File: src/hw/tcic_pkg.sv
package tcic_pkg;

  // ==========================================================
  // Register map (one 32-bit word per register)
  // ==========================================================
  localparam logic [3:0] TCIC_ADDR_CTRL1 = 4'h0;
  localparam logic [3:0] TCIC_ADDR_CTRL2 = 4'h1;
  localparam logic [3:0] TCIC_ADDR_CTRL3 = 4'h2;
  localparam logic [3:0] TCIC_ADDR_BUF1 = 4'h3;
  localparam logic [3:0] TCIC_ADDR_BUF2 = 4'h4;
  localparam logic [3:0] TCIC_ADDR_BUF3 = 4'h5;
  localparam logic [3:0] TCIC_ADDR_TBASE = 4'h6;
  localparam logic [3:0] TCIC_ADDR_FLAGS = 4'h7;

  // ==========================================================
  // Control register fields and reset values
  // ==========================================================
  localparam int TCIC_REN_BIT = 6;
  localparam int TCIC_MODE_LSB = 0;
  localparam int TCIC_MODE_W = 4;
  localparam logic [7:0] TCIC_CTRL_RST = 8'h00;
  localparam logic [7:0] TCIC_CTRL_MASK = 8'h4F;
  localparam logic [15:0] TCIC_TB_RST = 16'h0000;
  localparam logic [15:0] TCIC_BUF_RST = 16'h0000;
  localparam logic [3:0] TCIC_PRE_RST = 4'h0;
  localparam logic [1:0] TCIC_PHASE_RST = 2'h0;
  localparam logic [1:0] TCIC_PHASE_DETECT = 2'h1;
  localparam logic [1:0] TCIC_PHASE_LOAD = 2'h0;
  localparam logic [3:0] TCIC_PRE4_MAX = 4'h3;
  localparam logic [3:0] TCIC_PRE16_MAX = 4'hF;

  // ==========================================================
  // Channel mode codes
  // ==========================================================
  localparam logic [3:0] TCIC_M_OFF = 4'h0;
  localparam logic [3:0] TCIC_M_FALL = 4'h1;
  localparam logic [3:0] TCIC_M_RISE = 4'h2;
  localparam logic [3:0] TCIC_M_RISE4 = 4'h3;
  localparam logic [3:0] TCIC_M_RISE16 = 4'h4;
  localparam logic [3:0] TCIC_M_PERIOD = 4'h5;
  localparam logic [3:0] TCIC_M_PW_FR = 4'h6;
  localparam logic [3:0] TCIC_M_PW_RF = 4'h7;
  localparam logic [3:0] TCIC_M_CHANGE = 4'h8;
  localparam logic [3:0] TCIC_M_TRIG_F = 4'hE;
  localparam logic [3:0] TCIC_M_TRIG_R = 4'hF;

  typedef enum logic [1:0] {
    TCIC_BUS_IDLE,
    TCIC_BUS_ACK
  } tcic_bus_e;

endpackage

File: src/hw/tcic_capture.sv
`timescale 1ns/1ps
`default_nettype none
module tcic_capture
  import tcic_pkg::*;
(
  input wire logic clk_sys, // System clock, 20 MHz
  input wire logic rst, // Async reset, active high
  input wire logic [3:0] avs_address, // Word address
  input wire logic avs_read, // Read request
  input wire logic avs_write, // Write request
  input wire logic [31:0] avs_writedata, // Write data
  input wire logic [3:0] avs_byteenable, // Byte lanes
  output logic [31:0] avs_readdata, // Read data
  output logic avs_waitrequest, // Stall
  input wire logic channel_one_input, // Capture pin 1
  input wire logic channel_two_input, // Capture pin 2
  input wire logic channel_three_input, // Capture pin 3
  output logic trigger_out, // Channel 1 trigger pulse
  output logic [2:0] event_flags, // Sticky event flags
  output logic [15:0] shared_time_base_count // Time base value
);

  // ==========================================================
  // Declarations
  // ==========================================================
  logic [2:0] pin_s1_q, pin_s2_q, pin_prev_q;
  logic [1:0] phase_q;
  logic [7:0] ctrl_q [3];
  logic [15:0] buf_q [3];
  logic [3:0] pre_q [3];
  logic [2:0] armed_q, pw_first_q, period_first_q, invalid_q;
  logic [2:0] flag_q;
  logic [15:0] tb_q;
  logic trig_q;
  tcic_bus_e bus_q;
  logic [31:0] rdata_q;
  logic [2:0] cap_d, rst_d, rise, fall, pre_adv, pre_clr;
  logic trig_d;
  logic detect;
  logic bus_wr, tb_wr;

  // Qualify active edge for a mode; returns capture and reset requests
  function automatic logic [1:0] decode(input logic [3:0] m, input logic r,
      input logic f, input logic ren, input logic [3:0] pre,
      input logic pwf, input logic first);
    logic c;
    logic z;
    c = 1'b0;
    z = 1'b0;
    unique case (m)
      TCIC_M_FALL: c = f;
      TCIC_M_RISE, TCIC_M_PERIOD: c = r;
      TCIC_M_RISE4: c = r && (pre == TCIC_PRE4_MAX || first);
      TCIC_M_RISE16: c = r && (pre == TCIC_PRE16_MAX || first);
      TCIC_M_PW_FR: begin
        c = r || (pwf && f);
        z = f;
      end
      TCIC_M_PW_RF: begin
        c = f || (pwf && r);
        z = r;
      end
      TCIC_M_CHANGE: c = r || f;
      default: c = 1'b0;
    endcase
    if (m != TCIC_M_PW_FR && m != TCIC_M_PW_RF) begin
      z = c && ren;
    end
    return {c, z};
  endfunction

  // Mode field of a control byte
  function automatic logic [3:0] mode_of(input logic [7:0] ctl);
    return ctl[TCIC_MODE_LSB +: TCIC_MODE_W];
  endfunction

  // Accepted bus write aimed at the control word of channel i
  function automatic logic ctrl_hit(input logic wr, input logic [3:0] a,
      input int i);
    return wr && a == 4'(TCIC_ADDR_CTRL1 + i);
  endfunction

  // ==========================================================
  // Pin synchronisers and phase counter
  // ==========================================================
  // Two flops per pin, then an edge history flop
  always_ff @(posedge clk_sys or posedge rst) begin
    if (rst) begin
      pin_s1_q <= 3'h0;
      pin_s2_q <= 3'h0;
    end else begin
      pin_s1_q <= {channel_three_input, channel_two_input,
                   channel_one_input};
      pin_s2_q <= pin_s1_q;
    end
  end

  // Four clocks make one instruction cycle
  always_ff @(posedge clk_sys or posedge rst) begin
    if (rst) begin
      phase_q <= TCIC_PHASE_RST;
    end else begin
      phase_q <= phase_q + 2'h1;
    end
  end

  // Edges are sampled only at the second phase
  assign detect = (phase_q == TCIC_PHASE_DETECT);

  // Edge history follows the synced pin at each detect phase
  always_ff @(posedge clk_sys or posedge rst) begin
    if (rst) begin
      pin_prev_q <= 3'h0;
    end else if (detect) begin
      pin_prev_q <= pin_s2_q;
    end
  end

  // ==========================================================
  // Per-channel decode
  // ==========================================================
  always_comb begin
    cap_d = 3'h0;
    rst_d = 3'h0;
    rise = 3'h0;
    fall = 3'h0;
    pre_adv = 3'h0;
    pre_clr = 3'h0;
    trig_d = 1'b0;
    for (int i = 0; i < 3; i++) begin
      rise[i] = detect && pin_s2_q[i] && !pin_prev_q[i];
      fall[i] = detect && !pin_s2_q[i] && pin_prev_q[i];
      {cap_d[i], rst_d[i]} = decode(mode_of(ctrl_q[i]), rise[i], fall[i],
          ctrl_q[i][TCIC_REN_BIT], pre_q[i], pw_first_q[i],
          armed_q[i]);
      pre_adv[i] = rise[i] && (mode_of(ctrl_q[i]) == TCIC_M_RISE4 ||
          mode_of(ctrl_q[i]) == TCIC_M_RISE16);
      pre_clr[i] = (mode_of(ctrl_q[i]) == TCIC_M_OFF) ||
          (pre_adv[i] && cap_d[i]);
    end
    // Trigger only on channel 1
    trig_d = (mode_of(ctrl_q[0]) == TCIC_M_TRIG_F && fall[0]) ||
        (mode_of(ctrl_q[0]) == TCIC_M_TRIG_R && rise[0]);
    if (ctrl_q[0][TCIC_REN_BIT] && trig_d) begin
      rst_d[0] = 1'b1;
    end
  end

  // ==========================================================
  // Register bus
  // ==========================================================
  // Writes land at the edge that shows waitrequest low
  assign bus_wr = avs_write && (bus_q == TCIC_BUS_ACK) &&
      avs_byteenable[0];
  assign tb_wr = bus_wr && avs_address == TCIC_ADDR_TBASE;

  // One wait cycle per access, then ack
  always_ff @(posedge clk_sys or posedge rst) begin
    if (rst) begin
      bus_q <= TCIC_BUS_IDLE;
      avs_waitrequest <= 1'b1;
    end else begin
      unique case (bus_q)
        TCIC_BUS_IDLE: begin
          if (avs_read || avs_write) begin
            bus_q <= TCIC_BUS_ACK;
            avs_waitrequest <= 1'b0;
          end
        end
        TCIC_BUS_ACK: begin
          bus_q <= TCIC_BUS_IDLE;
          avs_waitrequest <= 1'b1;
        end
      endcase
    end
  end

  // Read mux captured at request
  always_ff @(posedge clk_sys or posedge rst) begin
    if (rst) begin
      rdata_q <= 32'h0000_0000;
    end else if (avs_read && bus_q == TCIC_BUS_IDLE) begin
      unique case (avs_address)
        TCIC_ADDR_CTRL1: rdata_q <= {24'h0, ctrl_q[0]};
        TCIC_ADDR_CTRL2: rdata_q <= {24'h0, ctrl_q[1]};
        TCIC_ADDR_CTRL3: rdata_q <= {24'h0, ctrl_q[2]};
        TCIC_ADDR_BUF1: rdata_q <= {15'h0, invalid_q[0], buf_q[0]};
        TCIC_ADDR_BUF2: rdata_q <= {15'h0, invalid_q[1], buf_q[1]};
        TCIC_ADDR_BUF3: rdata_q <= {15'h0, invalid_q[2], buf_q[2]};
        TCIC_ADDR_TBASE: rdata_q <= {16'h0, tb_q};
        TCIC_ADDR_FLAGS: rdata_q <= {29'h0, flag_q};
        default: rdata_q <= 32'h0000_0000;
      endcase
    end
  end
  assign avs_readdata = rdata_q;

  // ==========================================================
  // Control registers and entry tracking
  // ==========================================================
  // Control bytes; a direct mode change is taken as written, so a stray
  // event may follow it unless software switches the channel off first
  always_ff @(posedge clk_sys or posedge rst) begin
    if (rst) begin
      for (int i = 0; i < 3; i++) begin
        ctrl_q[i] <= TCIC_CTRL_RST;
      end
    end else begin
      for (int i = 0; i < 3; i++) begin
        if (ctrl_hit(bus_wr, avs_address, i)) begin
          ctrl_q[i] <= avs_writedata[7:0] & TCIC_CTRL_MASK;
        end
      end
    end
  end

  // Any mode write arms the channel for an unconditional first capture
  always_ff @(posedge clk_sys or posedge rst) begin
    if (rst) begin
      armed_q <= 3'h0;
    end else begin
      for (int i = 0; i < 3; i++) begin
        if (ctrl_hit(bus_wr, avs_address, i)) begin
          armed_q[i] <= 1'b1;
        end else if (cap_d[i]) begin
          armed_q[i] <= 1'b0;
        end
      end
    end
  end

  // Pulse-width entry takes whichever edge comes first
  always_ff @(posedge clk_sys or posedge rst) begin
    if (rst) begin
      pw_first_q <= 3'h0;
    end else begin
      for (int i = 0; i < 3; i++) begin
        if (ctrl_hit(bus_wr, avs_address, i)) begin
          pw_first_q[i] <= 1'b1;
        end else if (cap_d[i]) begin
          pw_first_q[i] <= 1'b0;
        end
      end
    end
  end

  // Period mode: the capture after a mode write has no start reference
  always_ff @(posedge clk_sys or posedge rst) begin
    if (rst) begin
      period_first_q <= 3'h0;
    end else begin
      for (int i = 0; i < 3; i++) begin
        if (ctrl_hit(bus_wr, avs_address, i)) begin
          period_first_q[i] <= 1'b1;
        end else if (cap_d[i]) begin
          period_first_q[i] <= 1'b0;
        end
      end
    end
  end

  // Prescalers; mode change alone does not clear them
  always_ff @(posedge clk_sys or posedge rst) begin
    if (rst) begin
      for (int i = 0; i < 3; i++) begin
        pre_q[i] <= TCIC_PRE_RST;
      end
    end else begin
      for (int i = 0; i < 3; i++) begin
        if (pre_clr[i]) begin
          pre_q[i] <= TCIC_PRE_RST;
        end else if (pre_adv[i]) begin
          pre_q[i] <= pre_q[i] + 4'h1;
        end
      end
    end
  end

  // ==========================================================
  // Time base, buffers and flags
  // ==========================================================
  // Write wins; capture reset clears after the value is latched
  always_ff @(posedge clk_sys or posedge rst) begin
    if (rst) begin
      tb_q <= TCIC_TB_RST;
    end else if (tb_wr) begin
      tb_q <= avs_writedata[15:0];
    end else if (|rst_d) begin
      tb_q <= TCIC_TB_RST;
    end else begin
      tb_q <= tb_q + 16'h0001;
    end
  end

  // Buffers load the time base plus one, the count it steps to at the capture edge unless that capture resets it
  always_ff @(posedge clk_sys or posedge rst) begin
    if (rst) begin
      for (int i = 0; i < 3; i++) begin
        buf_q[i] <= TCIC_BUF_RST;
      end
    end else begin
      for (int i = 0; i < 3; i++) begin
        if (cap_d[i] && !tb_wr) begin
          buf_q[i] <= tb_q + 16'h0001;
        end
      end
    end
  end

  // First period capture after a mode write is marked unusable
  always_ff @(posedge clk_sys or posedge rst) begin
    if (rst) begin
      invalid_q <= 3'h0;
    end else begin
      for (int i = 0; i < 3; i++) begin
        if (cap_d[i] && !tb_wr) begin
          invalid_q[i] <= period_first_q[i] &&
              mode_of(ctrl_q[i]) == TCIC_M_PERIOD;
        end
      end
    end
  end

  // Sticky flags: set wins over clear by write-one
  always_ff @(posedge clk_sys or posedge rst) begin
    if (rst) begin
      flag_q <= 3'h0;
    end else begin
      for (int i = 0; i < 3; i++) begin
        if (cap_d[i]) begin
          flag_q[i] <= 1'b1;
        end else if (bus_wr && avs_address == TCIC_ADDR_FLAGS &&
            avs_writedata[i]) begin
          flag_q[i] <= 1'b0;
        end
      end
    end
  end

  // Trigger pulse registered out
  always_ff @(posedge clk_sys or posedge rst) begin
    if (rst) begin
      trig_q <= 1'b0;
    end else begin
      trig_q <= trig_d;
    end
  end

  assign trigger_out = trig_q;
  assign event_flags = flag_q;
  assign shared_time_base_count = tb_q;

endmodule
`default_nettype wire

File: config.mk
export PLATFORM = sky130hd
export DESIGN_NAME = tcic_capture
export DESIGN_NICKNAME = d
export VERILOG_FILES = /design/src/hw/tcic_pkg.sv /design/src/hw/tcic_capture.sv
export SDC_FILE = /design/constraint.sdc
export NUM_CORES = 1
export LEC_CHECK = 0
export ABC_AREA = 1
export BUFFER_PORTS_ARGS = -buffer_cell sky130_fd_sc_hd__buf_4
export CAP_MARGIN = 20
export CORE_MARGIN = 2
export CORE_UTILIZATION = 61
export DETAILED_ROUTE_END_ITERATION = 16
export GPL_TIMING_DRIVEN = 0
export PLACE_DENSITY = 0.85
export SYNTH_ARGS = -nofsm -noshare
export SYNTH_HDL_FRONTEND = slang
export SYNTH_SLANG_ARGS = --single-unit
File: constraint.sdc
create_clock -name clk_sys -period 5.7 [get_ports clk_sys]
set_input_delay 0.57 -clock clk_sys [delete_from_list [all_inputs] [get_ports clk_sys]]
set_output_delay 0.57 -clock clk_sys [all_outputs]
set_load 0.03 [all_outputs]
==> flow_metrics.tcl <==
set metrics [dict create \
    yosys.area.top_type_share 0.4776 \
    first_global_vias 5684 \
    placeableCoreArea_sq_mm 0.01089 \
    grt-ovfl-total 0 \
    clkLatencyLatePin_ps 530 \
    ys.warnings.count 0 \
    cts-root-buf "sky130_fd_sc_hd__clkbuf_8" \
    worst-r2r-setup-slack_ps 3510 \
    holdBufCountCts 0 \
    dieWidth_um 109.7 \
    report.final.setup_viol 0 \
    post_synth_most_frequent_cells "sky130_fd_sc_hd__nand2_1 (274), sky130_fd_sc_hd__dfrtp_1 (130), sky130_fd_sc_hd__inv_1 (81)" \
    max-clock-path-buffers 2 \
    worst-setup-path-type "register to register" \
    switching_power_mw 1.143 \
    final_worst_path_cycle_share 0.3847 \
    grt_antenna_before_repair 0 \
    postSynth.topFlopCell "sky130_fd_sc_hd__dfrtp_1" \
    tightest_pin_transition_ps 696.2 \
    routed_wire_length_per_instance_um 15.78 \
    drive_gt1_frac 0.2000 \
    count_of_fill_cells_added_during_filler_insertion 798 \
    synth_edf_count 0 \
    clockPowerShare 0.324 \
    crit_arrival_ps 2570 \
    io-pin-count 100 \
    buffer_ports.inserted 65 \
    gpl.final_weighted_congestion 0.9087 \
    floorplan.initialDensity 0.6256 \
    routed-via-count 5987 \
    fp.dieH_um 109.7 \
    synthesis.instances 835 \
    synth-seq-area-share 0.4814 \
    dp_hpwl_mm 11.93 \
    cts_resized 0 \
    worst-path-max-fanout 10 \
    maxSlewHeadroom 0.5343 \
    netSwitchingFraction 0.3557 \
    cts_setup_buffers 0 \
    status "complete, no violations" \
    final_core_util 0.7457 \
    cell_internal_pwr_mw 2.070 \
    worst_setup_path_start_kind "register" \
    synth.cell_area_sq_mm 0.006812 \
    grt_first_pass_wirelength_mm 28.10 \
    unrepaired_setup_endpoints_after_global_routing "false" \
    dp_slack_ps 3373 \
    clock-sinks 131 \
    register_bit_count_reported_by_yosys 131 \
    synth_top_cell_by_area "sky130_fd_sc_hd__dfrtp_1" \
    cts_buffers 17 \
    largest_net_degree_at_the_start_of_global_routing 95 \
    timing.final.hold_violations 0 \
    htree_levels 4 \
    share_seq_of_total_power 0.399 \
    synth_cell_types 47 \
    post-route-worst-setup-slack_ps 3507 \
    vias_per_cell 5.518 \
    number_of_antenna_cells_inserted 0 \
    die-area_sq_mm 0.01203 \
    finalClockSkew_ps 7.304 \
    detailedRoute.firstPassIterationCount 5 \
    drc 0 \
    antenna_left 0 \
    placementRows 38 \
    post-layout-total-power_mw 3.213 \
    critical_path.endpoint_type "register" \
    drt_iter0_drc 638 \
    cts_tree "done" \
    r2r_cells 13 \
    cts.reportedPaths.clkPinSlew_ps 60 \
    fin_tns_setup_ps 0 \
    static-leakage-power_nw 4.271 \
    max_freq_ghz 0.4561 \
    max_cap_viol_count 0 \
    regToRegEndpoint "buf_q[26]$_DFFE_PP0P_" \
    irDropWorstVdd_uv 290.0 \
    timing.hold.worst.class "primary input to async pin" \
    yosys.cell_count.top_type "sky130_fd_sc_hd__nand2_1" \
    power_density_mw_per_mm2 395.7 \
    cell_types_with_the_largest_area_share_after_synthesis "sky130_fd_sc_hd__dfrtp_1 (48%), sky130_fd_sc_hd__nand2_1 (15%), sky130_fd_sc_hd__o21ai_0 (5.1%)" \
    postSynth.asyncResetShare 1.000 \
    nets 986 \
    routed_wire_length_mm 17.12 \
    gr-usage-all-layers 0.3101 \
    final.hold.worst_slack_ps 38.94 \
    areaGrowthSynthToFinish_pct 19.20 \
    critical_path.reg2reg.startpoint "phase_q[0]$_DFF_PP0_" \
    slew_viol_final 0 \
    period_minus_slack_ps 2193 \
    required_ps 6080 \
    comb_power_share 0.277 \
    average_footprint_of_a_synthesized_cell_sq_um 8.158 \
]
[sequential cells by signal, summed over array words and instances (netlist names), 2 cells and up]
register	count
buf_q	48
avs_readdata	17
shared_time_base_count	16
ctrl_q	15
pre_q	12
event_flags	3
invalid_q	3
pin_prev_q	3
pin_s1_q	3
pin_s2_q	3
period_first_q	2
phase_q	2
[power groups by stage]
stage,registers (mW),clock network (mW),logic (mW)
after floorplan,1.35,0,0.507
after global placement,1.28,0,0.836
after detailed placement,1.29,0,0.861
after CTS,1.28,1.04,0.880
after global routing,1.30,1.09,0.982
final,1.28,1.04,0.889
[cell type report]
class / count / area, sq um / share of cell area
clock inverter: 5 / 75.07 / 0.009246
buffer: 37 / 236.5 / 0.02913
timing repair buffer: 66 / 515.5 / 0.06349
inverter: 92 / 351.6 / 0.04330
multi-input combinational: 589 / 3002 / 0.3697
tap: 140 / 175.2 / 0.02157
clock buffer: 25 / 484.2 / 0.05964
sequential: 131 / 3279 / 0.4039
[worst max path at each step]
stage / startpoint / to / slack (ps)
floorplan: rst / avs_readdata[0]$_DFFE_PP0P_ / 1630
global placement: rst / shared_time_base_count[11]$_DFF_PP0_ / 180
detailed placement: avs_address[3] / avs_readdata[4]$_DFFE_PP0P_ / 3370
CTS: phase_q[0]$_DFF_PP0_ / buf_q[26]$_DFFE_PP0P_ / 3510
global route: phase_q[0]$_DFF_PP0_ / buf_q[18]$_DFFE_PP0P_ / 3230
finish: phase_q[0]$_DFF_PP0_ / buf_q[26]$_DFFE_PP0P_ / 3510
[layer usage]
| layer | global-route usage | vias up | share of wire |
|---|---|---|---|
| met5 | 0 | - | 0 |
| met2 | 0.4757 | 320 | 0.47 |
| met1 | 0.4322 | 2820 | 0.42 |
| met4 | 0.08318 | 0 | 0.011 |
| li1 | - | 2825 | - |
| met3 | 0.09366 | 22 | 0.10 |
[cell usage in the layout, fill, tap and decap left out, drive strengths merged, types with 6 or more instances in the layout]
master,synthesis,routed
nand3,35,35
o2111ai,8,8
nand4,9,9
a21oi,10,10
a221oi,7,7
o21ai,88,88
inv,90,90
nand2,309,309
dfrtp,130,130
o22ai,6,6
nor2,62,62
buf,24,90
conb,1,15
xor2,12,12
clkbuf,13,38
[through the flow]
step,instance area [sq um],instances
after floorplan,6864,849
after global placement,7527,1054
after detailed placement,7560,1055
after CTS,8119,1085
after global routing,8119,1085
final,8119,1085
[kinds of logic (layout without fill, tap and decap cells)]
family,after synthesis,after routing,synth area share
XOR/XNOR,16,16,0.02168
other,1,15,0.0005505
flip-flops,131,131,0.4814
AND/OR/NAND/NOR,427,427,0.2934
multiplexers,1,1,0.001470
AO/OA/AOI/OAI,125,125,0.1067
buffers and inverters,129,225,0.08560
adder cells (fa/ha/maj),5,5,0.009184
[critical path: stages, from the launching register on]
cell                       delay (ps)
sky130_fd_sc_hd__dfrtp_1          380
sky130_fd_sc_hd__ha_1             190
sky130_fd_sc_hd__buf_4            170
sky130_fd_sc_hd__nand2_1          100
sky130_fd_sc_hd__nor2_2            80
sky130_fd_sc_hd__nand2_1           60
sky130_fd_sc_hd__nand2_1           50
sky130_fd_sc_hd__nand2_1           50
sky130_fd_sc_hd__nand2_1           50
sky130_fd_sc_hd__a21oi_2          130
sky130_fd_sc_hd__nand2_2          120
sky130_fd_sc_hd__nand2_1          110
sky130_fd_sc_hd__clkbuf_1         390
sky130_fd_sc_hd__o21ai_0          170
No activity file was read; power rests on OpenSTA's default activity.
